## config.mk

```make
export PLATFORM = sky130hd
export DESIGN_NAME = adc_host_bus_interface
export DESIGN_NICKNAME = d
export VERILOG_FILES = /design/src/adc_host_pkg.sv /design/src/access_timer.sv /design/src/adc_host_bus_interface.sv /design/src/clk_enable_div.sv
export SDC_FILE = /design/constraint.sdc
export NUM_CORES = 1
export LEC_CHECK = 0
export BUFFER_PORTS_ARGS = -buffer_cell sky130_fd_sc_hd__buf_4
export CORE_UTILIZATION = 58
export CTS_CLUSTER_DIAMETER = 100
export CTS_CLUSTER_SIZE = 30
export DETAILED_ROUTE_END_ITERATION = 16
export GPL_TIMING_DRIVEN = 0
export PLACE_DENSITY = 0.88
export SLEW_MARGIN = 10
export SYNTH_ARGS = -nofsm -noshare
export SYNTH_HDL_FRONTEND = slang
export SYNTH_SLANG_ARGS = --single-unit
```

## constraint.sdc

```tcl
create_clock -name core_clk -period 3.5 [get_ports core_clk]
set_clock_uncertainty 0.1 [all_clocks]
set_input_delay 0.875 -clock core_clk [delete_from_list [all_inputs] [get_ports core_clk]]
set_output_delay 0.875 -clock core_clk [all_outputs]
set_load 0.05 [all_outputs]
```

## src/adc_host_pkg.sv

```systemverilog
package adc_host_pkg;

  localparam int CLK_NS = 50;
  localparam int STROBE_NS = 200;
  localparam int STROBE_CYC = (STROBE_NS + CLK_NS - 1) / CLK_NS;
  localparam int WAIT_STATES = 1;
  localparam int KICK_NS = 300;
  localparam int KICK_CYC = (KICK_NS + CLK_NS - 1) / CLK_NS;
  localparam int PHASE_DIV = 2;
  localparam int SAMPLES = 16;
  localparam int TIMER_W = 4;

  localparam logic [7:0] PORT_NUM = 8'hE0;
  localparam logic [15:0] MEM_ADDR = 16'h5000;
  localparam logic [2:0] RANGE_TOP = 3'h2;
  localparam logic [15:0] ADAPTER_DATA = 16'h8006;
  localparam logic [15:0] ADAPTER_CTRL = 16'h8007;
  localparam logic [15:0] DUMMY_ADDR = 16'h00FF;
  localparam int ONEHOT_BIT = 3;
  localparam logic [7:0] ONEHOT_PORT = 8'hF7;
  localparam logic [7:0] CTRL_START = 8'h34;
  localparam logic [7:0] CTRL_IDLE = 8'h3D;

  typedef enum logic [2:0] {
    MODE_MEM = 3'h0,
    MODE_PORT = 3'h1,
    MODE_ONEHOT = 3'h2,
    MODE_MCU = 3'h3,
    MODE_RW = 3'h4,
    MODE_ADAPTER = 3'h5,
    MODE_FREE = 3'h6
  } mode_e;

  typedef enum logic [2:0] {
    ST_IDLE = 3'h0,
    ST_START = 3'h1,
    ST_WAIT = 3'h3,
    ST_READ = 3'h2,
    ST_FINISH = 3'h6,
    ST_KICK = 3'h4
  } state_e;

endpackage

```

## src/access_timer.sv

```systemverilog
`timescale 1ns/100ps
module access_timer
  import adc_host_pkg::*;
(
  input wire logic core_clk,
  input wire logic nrst,
  input wire logic load,
  input wire logic [TIMER_W-1:0] length,
  output logic active,
  output logic last
);

  logic [TIMER_W-1:0] cnt_reg;
  logic [TIMER_W-1:0] cnt_next;

  // Counts down one access; active covers exactly length cycles.
  always_comb begin
    if (load) begin
      cnt_next = length;
    end else if (cnt_reg != '0) begin
      cnt_next = cnt_reg - TIMER_W'(1);
    end else begin
      cnt_next = cnt_reg;
    end
  end

  always_ff @(posedge core_clk or negedge nrst) begin
    if (!nrst) begin
      cnt_reg <= '0;
    end else begin
      cnt_reg <= cnt_next;
    end
  end

  assign active = (cnt_reg != '0);
  assign last = (cnt_reg == TIMER_W'(1));

endmodule

```

## src/adc_host_bus_interface.sv

```systemverilog
`timescale 1ns/100ps
module adc_host_bus_interface
  import adc_host_pkg::*;
(
  input wire logic core_clk,
  input wire logic nrst,
  input wire logic startBurst,
  input wire logic [2:0] modeSel,
  input wire logic [7:0] muxSel,
  input wire logic [3:0] sampleIndex,
  output logic [7:0] sampleData,
  output logic busy,
  output logic burstDone,
  output logic [15:0] hostAddr,
  output logic address_valid,
  output logic chipSelect_n,
  output logic readStrobe_n,
  output logic writeStrobe_n,
  output logic writeStrobeOe,
  output logic memory_request_n,
  output logic port_request_n,
  output logic memory_read_strobe_n,
  output logic memory_write_strobe_n,
  output logic portReadStrobe_n,
  output logic portWriteStrobe_n,
  output logic rwLine,
  output logic phaseTwo,
  output logic mcuPortBit0,
  output logic [7:0] muxChannel,
  output logic [7:0] busDataOut,
  output logic busDataOe,
  input wire logic [7:0] busDataIn,
  input wire logic conversion_done_n
);

  state_e state_reg;
  state_e state_next;
  mode_e mode_reg;
  mode_e mode_next;
  logic [3:0] count_reg;
  logic [3:0] count_next;
  logic [15:0] addr_reg;
  logic [15:0] addr_next;
  logic [7:0] mux_reg;
  logic [7:0] mux_next;
  logic [7:0] sample_reg;
  logic [7:0] sample_next;
  logic [7:0] mem_reg [SAMPLES];
  logic done_reg;
  logic done_next;
  logic timerLoad;
  logic [TIMER_W-1:0] timerLen;
  logic accActive;
  logic accLast;
  logic phaseTick;
  logic phaseLevel;
  logic isPort;
  logic genRd_n;
  logic genWr_n;
  logic rdAccess;
  logic wrAccess;
  logic capture;
  logic [7:0] rdHold_reg;
  logic [7:0] rdHold_next;

  clk_enable_div #(.DIV(PHASE_DIV)) u_phase (
    .core_clk(core_clk),
    .nrst(nrst),
    .tick(phaseTick),
    .phase(phaseLevel)
  );

  access_timer u_timer (
    .core_clk(core_clk),
    .nrst(nrst),
    .load(timerLoad),
    .length(timerLen),
    .active(accActive),
    .last(accLast)
  );

  assign isPort = (mode_reg == MODE_PORT) || (mode_reg == MODE_ONEHOT);

  // Sequencer for a burst of start, wait for done and read.
  always_comb begin
    state_next = state_reg;
    mode_next = mode_reg;
    count_next = count_reg;
    addr_next = addr_reg;
    done_next = 1'b0;
    timerLoad = 1'b0;
    timerLen = TIMER_W'(STROBE_CYC);
    capture = 1'b0;
    if (isPort) begin
      timerLen = TIMER_W'(STROBE_CYC + WAIT_STATES);
    end
    case (state_reg)
      ST_IDLE: begin
        if (startBurst) begin
          mode_next = mode_e'(modeSel);
          count_next = 4'h0;
          timerLoad = 1'b1;
          timerLen = (mode_next == MODE_PORT || mode_next == MODE_ONEHOT) ?
            TIMER_W'(STROBE_CYC + WAIT_STATES) : TIMER_W'(STROBE_CYC);
          if (mode_e'(modeSel) == MODE_FREE) begin
            timerLen = TIMER_W'(KICK_CYC);
            state_next = ST_KICK;
          end else begin
            state_next = ST_START;
          end
        end
      end
      ST_KICK: begin
        if (accLast) begin
          state_next = ST_WAIT;
        end
      end
      ST_START: begin
        if (accLast) begin
          state_next = ST_WAIT;
        end
      end
      ST_WAIT: begin
        if (!conversion_done_n) begin
          timerLoad = 1'b1;
          state_next = ST_READ;
        end
      end
      ST_READ: begin
        if (accLast) begin
          capture = 1'b1;
          count_next = count_reg + 4'h1;
          if (count_reg == 4'(SAMPLES - 1)) begin
            state_next = ST_FINISH;
          end else if (mode_reg == MODE_FREE) begin
            state_next = ST_WAIT;
          end else begin
            timerLoad = 1'b1;
            state_next = ST_START;
          end
        end
      end
      ST_FINISH: begin
        done_next = 1'b1;
        state_next = ST_IDLE;
      end
      default: begin
        state_next = ST_IDLE;
      end
    endcase
    // Address presented for the access that the sequencer enters next.
    case (mode_next)
      MODE_MEM: addr_next = MEM_ADDR;
      MODE_RW: addr_next = MEM_ADDR;
      MODE_PORT: addr_next = {PORT_NUM, PORT_NUM};
      MODE_ONEHOT: addr_next = {ONEHOT_PORT, ONEHOT_PORT};
      MODE_MCU: addr_next = DUMMY_ADDR;
      MODE_ADAPTER: addr_next = ADAPTER_CTRL;
      default: addr_next = 16'h0000;
    endcase
    if (state_next == ST_READ) begin
      if (isPort) begin
        addr_next[15:8] = muxSel;
      end
      if (mode_reg == MODE_ADAPTER) begin
        addr_next = ADAPTER_DATA;
      end
    end
  end

  always_ff @(posedge core_clk or negedge nrst) begin
    if (!nrst) begin
      state_reg <= ST_IDLE;
      mode_reg <= MODE_MEM;
      count_reg <= 4'h0;
      addr_reg <= 16'h0000;
      done_reg <= 1'b0;
    end else begin
      state_reg <= state_next;
      mode_reg <= mode_next;
      count_reg <= count_next;
      addr_reg <= addr_next;
      done_reg <= done_next;
    end
  end

  // Generic strobes and the phase-two gate of the read/not-write bus.
  always_comb begin
    rdAccess = (state_reg == ST_READ) && accActive;
    wrAccess = (state_reg == ST_START) && accActive;
    genRd_n = ~rdAccess;
    genWr_n = ~wrAccess;
    if (mode_reg == MODE_RW) begin
      genRd_n = ~(rdAccess && phaseLevel);
      genWr_n = ~(wrAccess && phaseLevel);
    end
  end

  assign address_valid = rdAccess || wrAccess;
  assign memory_request_n =
    ~(address_valid && (mode_reg == MODE_MEM || mode_reg == MODE_RW));
  assign port_request_n = ~(address_valid && isPort);
  assign memory_read_strobe_n = memory_request_n | genRd_n;
  assign memory_write_strobe_n = memory_request_n | genWr_n;
  assign portReadStrobe_n = port_request_n | genRd_n;
  assign portWriteStrobe_n = port_request_n | genWr_n;
  assign rwLine = (state_reg != ST_START);
  assign phaseTwo = phaseLevel;
  assign mcuPortBit0 = ~(mode_reg == MODE_MCU && busy);

  // Chip-select for each way of attaching the converter.
  always_comb begin
    case (mode_reg)
      MODE_MEM:
        chipSelect_n = ~(address_valid && addr_reg == MEM_ADDR);
      MODE_RW:
        chipSelect_n =
          ~(address_valid && addr_reg[15:13] == RANGE_TOP);
      MODE_PORT:
        chipSelect_n = ~(address_valid && addr_reg[7:0] == PORT_NUM);
      MODE_ONEHOT:
        chipSelect_n = ~address_valid | addr_reg[ONEHOT_BIT];
      MODE_MCU: chipSelect_n = mcuPortBit0;
      default: chipSelect_n = 1'b0;
    endcase
  end

  assign readStrobe_n = (mode_reg == MODE_ADAPTER) ? 1'b0 : genRd_n;
  assign writeStrobe_n =
    (state_reg == ST_KICK) ? 1'b0 : genWr_n;
  assign writeStrobeOe =
    (mode_reg == MODE_FREE) ? (state_reg == ST_KICK) : 1'b1;

  // Mux channel latch and sample store.
  always_comb begin
    mux_next = mux_reg;
    sample_next = mem_reg[sampleIndex];
    rdHold_next = (!readStrobe_n && !chipSelect_n) ? busDataIn : rdHold_reg;
    if (!portReadStrobe_n) begin
      mux_next = addr_reg[15:8];
    end
  end

  always_ff @(posedge core_clk or negedge nrst) begin
    if (!nrst) begin
      mux_reg <= 8'h00;
      sample_reg <= 8'h00;
      rdHold_reg <= 8'h00;
    end else begin
      mux_reg <= mux_next;
      sample_reg <= sample_next;
      rdHold_reg <= rdHold_next;
    end
  end

  always_ff @(posedge core_clk) begin
    if (capture) begin
      mem_reg[count_reg] <= rdHold_next;
    end
  end

  assign muxChannel = mux_reg;
  assign sampleData = sample_reg;
  assign busy = (state_reg != ST_IDLE);
  assign burstDone = done_reg;
  assign hostAddr = addr_reg;
  assign busDataOut = (mode_reg == MODE_ADAPTER) ? CTRL_START : CTRL_IDLE;
  assign busDataOe = wrAccess && (mode_reg == MODE_ADAPTER);
endmodule

```

## src/clk_enable_div.sv

```systemverilog
`timescale 1ns/100ps
module clk_enable_div
  import adc_host_pkg::*;
#(
  parameter int DIV = 2
) (
  input wire logic core_clk,
  input wire logic nrst,
  output logic tick,
  output logic phase
);

  logic [3:0] cnt_reg;
  logic [3:0] cnt_next;
  logic phase_reg;
  logic phase_next;

  // A tick every DIV cycles toggles the slow phase level.
  always_comb begin
    tick = (cnt_reg == 4'(DIV - 1));
    cnt_next = tick ? 4'h0 : cnt_reg + 4'h1;
    phase_next = tick ? ~phase_reg : phase_reg;
  end

  always_ff @(posedge core_clk or negedge nrst) begin
    if (!nrst) begin
      cnt_reg <= 4'h0;
      phase_reg <= 1'b0;
    end else begin
      cnt_reg <= cnt_next;
      phase_reg <= phase_next;
    end
  end

  assign phase = phase_reg;

endmodule

```

==> impl_metrics.csv <==
group,metric,value,unit
die,core_footprint,12800,um^2
finish,largest_reg_flops,128,
critical_path,worstPathRequired,2.52,ns
timing,final-hold-violation-count,0,
finish,fin_area,9250,um^2
place,gpl.final_weighted_congestion,0.932,
synth,count_of_cell_types_in_the_netlist,64,
clock_network,cts.htree.levels,4,
global_route,antenna_found_initial,0,
critical_path,crit_chain,"or4_4, o41ai_4, o22ai_2, a211o_2, buf_4",
synth,synth.top_cells.by_count,"128 x sky130_fd_sc_hd__edfxtp_1, 57 x sky130_fd_sc_hd__dfrtp_1, 40 x sky130_fd_sc_hd__mux4_2",
critical_path,timing.critical_path.to_type,"output pin",
global_route,grt_max_degree,58,
die,fp.dieH,118,um
synth,synth_cells,455,
synth,synth-edff-count,128,
global_route,grt_first_pass_wirelength,26.3,mm
synth,synth_sequential_area_ratio,68.1,%
die,design.die.area,13800,um^2
die,floorplan.die.width,118,um
power_and_ir_drop,leakagePower,0.00347,uW
synth,synth.most_common_cell,"sky130_fd_sc_hd__edfxtp_1",
die,design.portCount,84,
timing,slew_viols_final,0,
routing,initial_detailed_routing_violation_count,424,
routing,final_antenna_net_count,0,
synth,synth_warnings,0,
routing,post_drt_via_cell_ratio,6.08,
timing,setup-tns-final,-0.0266,ns
critical_path,critical_path_buf_inv_count,1,
critical_path,critical_path.max_fanout,2,
clock_network,worst_skew_pair.late_latency,0.43,ns
routing,drt_first_pass_iters,4,
routing,detailed_route_wire_length_per_cell,23.8,um
clock_network,clkSlewWorstSetupHoldPaths,0.07,ns
place,post-place-cells,705,
critical_path,critical-path-max-stage-delay,0.62,ns
power_and_ir_drop,ir_worst_vdd,879,uV
routing,wl,17.6,mm
clock_network,ctsHoldBuffers,0,
synth,syn_avg_cell_area,17.0,um^2
synth,async_flop_share,30.8,%
critical_path,timing.setup.critical_path_class,"register to output pin",
synth,synthDominantAreaCellType,"sky130_fd_sc_hd__edfxtp_1",
finish,flow.area_growth_from_synthesis,19.6,%
routing,route.detailed.drc,0,
critical_path,worst_setup_path_start_kind,"register",
clock_network,cts.root.buffer_cell,"sky130_fd_sc_hd__clkbuf_16",
timing,setup-violations-final,1,
global_route,first_global_vias,4601,
die,rows,41,
power_and_ir_drop,cellPowerDensity,850,nW/um^2
clock_network,tritoncts,"done",
timing,period_minus_slack,3.53,ns
die,starting_utilization_of_the_core_area,60.3,%
synth,synth_seq_cells,185,
timing,post-route-worst-setup-slack,-0.0266,ns
synth,synth_top_area_share,49.7,%
run_status,run_status,"complete, but fails checks",
synth,synth.area.top_cells,"sky130_fd_sc_hd__edfxtp_1 50%, sky130_fd_sc_hd__dfrtp_1 18%, sky130_fd_sc_hd__mux4_2 12%",
run_status,failed_checks,"negative setup slack",
critical_path,worstPathArrival,2.55,ns
place,buffer_ports.inserted,74,
worst_hold_path,class_of_the_most_critical_hold_timing_path,"input pin to asynchronous set/reset pin",
finish,drive_above_1_share,37.6,%
place,dpl_cell_area,8550,um^2
timing,fin_crit_sh,101,%
critical_path,cpLargestDelayFamily,"compound AO/OA/AOI/OAI gates",
clock_network,cts_sinks,185,
critical_path,reg2reg_depth,5,
place,post-dp-hpwl,10.8,mm
finish,final-instance-count-excl-fill,739,
global_route,global_route.overflow_total,0,
clock_network,numCtsBuffers,17,
critical_path,critPathSlowestCell,"sky130_fd_sc_hd__or4_4",
timing,final_layout_worst_hold_slack,0.406,ns
clock_network,cts_buffer_depth,2,
critical_path,cp.depth,5,
synth,synth_top_flop_cell,"sky130_fd_sc_hd__edfxtp_1",
finish,count_of_filler_cells_inserted_in_the_layout,782,
finish,antenna_cells_inserted,0,
timing,worst_slew_pin_slew,1.04,ns
synth,synth.cell_area,7740,um^2
finish,num-nets-final,588,
timing,timing.fmax,284,MHz
global_route,grt_usage,26.6,%
job,drv.max_cap_violation_count,0,
routing,detailroute.via_count,4494,
place,detailedPlace.worstSlack,0.177,ns
timing,slew_margin_rel,30.1,%
-- worst register-to-register path, stage by stage, from the launching register on --
cell and delay, ns:
sky130_fd_sc_hd__dfrtp_1 0.38, sky130_fd_sc_hd__or4_4 0.62, sky130_fd_sc_hd__o41ai_4 0.41, sky130_fd_sc_hd__o22ai_2 0.16, sky130_fd_sc_hd__a211oi_4 0.54, sky130_fd_sc_hd__mux2_2 0.56
-- logic make-up (layout without fill, tap and decap cells) --
group | after synthesis | in the layout | share of synthesized area (%)
flip-flops | 185 | 185 | 68.1
AND/OR/NAND/NOR | 100 | 100 | 7.13
multiplexers | 61 | 61 | 14.6
buffers and inverters | 48 | 156 | 3.49
AO/OA/AOI/OAI | 42 | 42 | 4.25
XOR/XNOR | 9 | 9 | 1.02
adder cells (fa/ha/maj) | 8 | 8 | 1.26
other | 2 | 6 | 0.0971
-- where the power goes --
| group | switching, uW | internal [uW] |
|---|---|---|
| registers | 157 | 2880 |
| logic | 1970 | 912 |
| clock network | 852 | 1090 |
| total | 2980 | 4880 |
-- metal layers --
| metal | vias to the layer above | part of all wire (%) | global-route usage [%] |
|---|---|---|---|
| met5 | - | 0 | 0 |
| met3 | 45 | 6.9 | 5.72 |
| met1 | 2247 | 38 | 33.1 |
| met4 | 0 | 3.2 | 11.1 |
| met2 | 261 | 52 | 45.6 |
| li1 | 1941 | - | - |
-- stage by stage --
step	total power [uW]	util (%)
4_1_cts	7710	71.6
6_report	7860	72.1
3_5_place_dp	5740	66.7
3_3_place_gp	5650	66.5
2_1_floorplan	4960	-
5_1_grt	8110	72.1
-- layout by cell type (no fill, tap or decap), types with 3 or more instances in the layout --
master                      count
sky130_fd_sc_hd__a21oi_1        6
sky130_fd_sc_hd__a32o_1         4
sky130_fd_sc_hd__and2_1         4
sky130_fd_sc_hd__and3_1         3
sky130_fd_sc_hd__buf_2          5
sky130_fd_sc_hd__buf_4         87
sky130_fd_sc_hd__clkbuf_1      10
sky130_fd_sc_hd__clkbuf_16     17
sky130_fd_sc_hd__clkbuf_8       4
sky130_fd_sc_hd__conb_1         6
sky130_fd_sc_hd__dfrtp_1       57
sky130_fd_sc_hd__edfxtp_1     128
sky130_fd_sc_hd__ha_1           7
sky130_fd_sc_hd__inv_1         13
sky130_fd_sc_hd__inv_6          3
sky130_fd_sc_hd__mux2_2        17
sky130_fd_sc_hd__mux2i_1        4
sky130_fd_sc_hd__mux4_2        40
sky130_fd_sc_hd__nand2_1       14
sky130_fd_sc_hd__nand2b_1      10
sky130_fd_sc_hd__nand3_1        5
sky130_fd_sc_hd__nand3b_1       3
sky130_fd_sc_hd__nor2_1        27
sky130_fd_sc_hd__nor2b_1        4
sky130_fd_sc_hd__nor3_2         5
sky130_fd_sc_hd__o21ai_0        6
sky130_fd_sc_hd__or3_1          3
sky130_fd_sc_hd__xnor2_1        6
-- timing repair --
item | 4_1_cts | 5_1_grt
setup endpoints to repair | 3 | 2
resized for setup | 4 | 8
pin swaps | 0 | 4
buffers inserted | 0 | 2
-- layout make-up --
| type | count | area [um^2] | area share [%] |
|---|---|---|---|
| clock buffer | 18 | 439 | 4.75 |
| clock inverter | 14 | 164 | 1.77 |
| buffer | 34 | 221 | 2.39 |
| timing repair buffer | 76 | 571 | 6.17 |
| multi-input combinational | 226 | 2320 | 25.1 |
| tap | 172 | 215 | 2.33 |
| inverter | 14 | 52.6 | 0.568 |
| sequential | 185 | 5270 | 57.0 |
-- final timing paths --
kind                       slack, ns                        end                      start
min reg2reg                     0.42  muxChannel[0]$_DFFE_PN0N_  muxChannel[0]$_DFFE_PN0N_
max in group asynchronous       2.36    rdHold_reg[0]$_DFF_PN0_                       nrst
max reg2reg                     0.42    mem_reg[9][2]$_DFFE_PP_      hostAddr[4]$_DFF_PN0_
min                             0.41    sampleData[4]$_DFF_PN0_                       nrst
min in group core_clk           0.42  muxChannel[0]$_DFFE_PN0N_  muxChannel[0]$_DFFE_PN0N_
max                            -0.03               chipSelect_n      hostAddr[4]$_DFF_PN0_
Power figures use the tool's default switching activity.
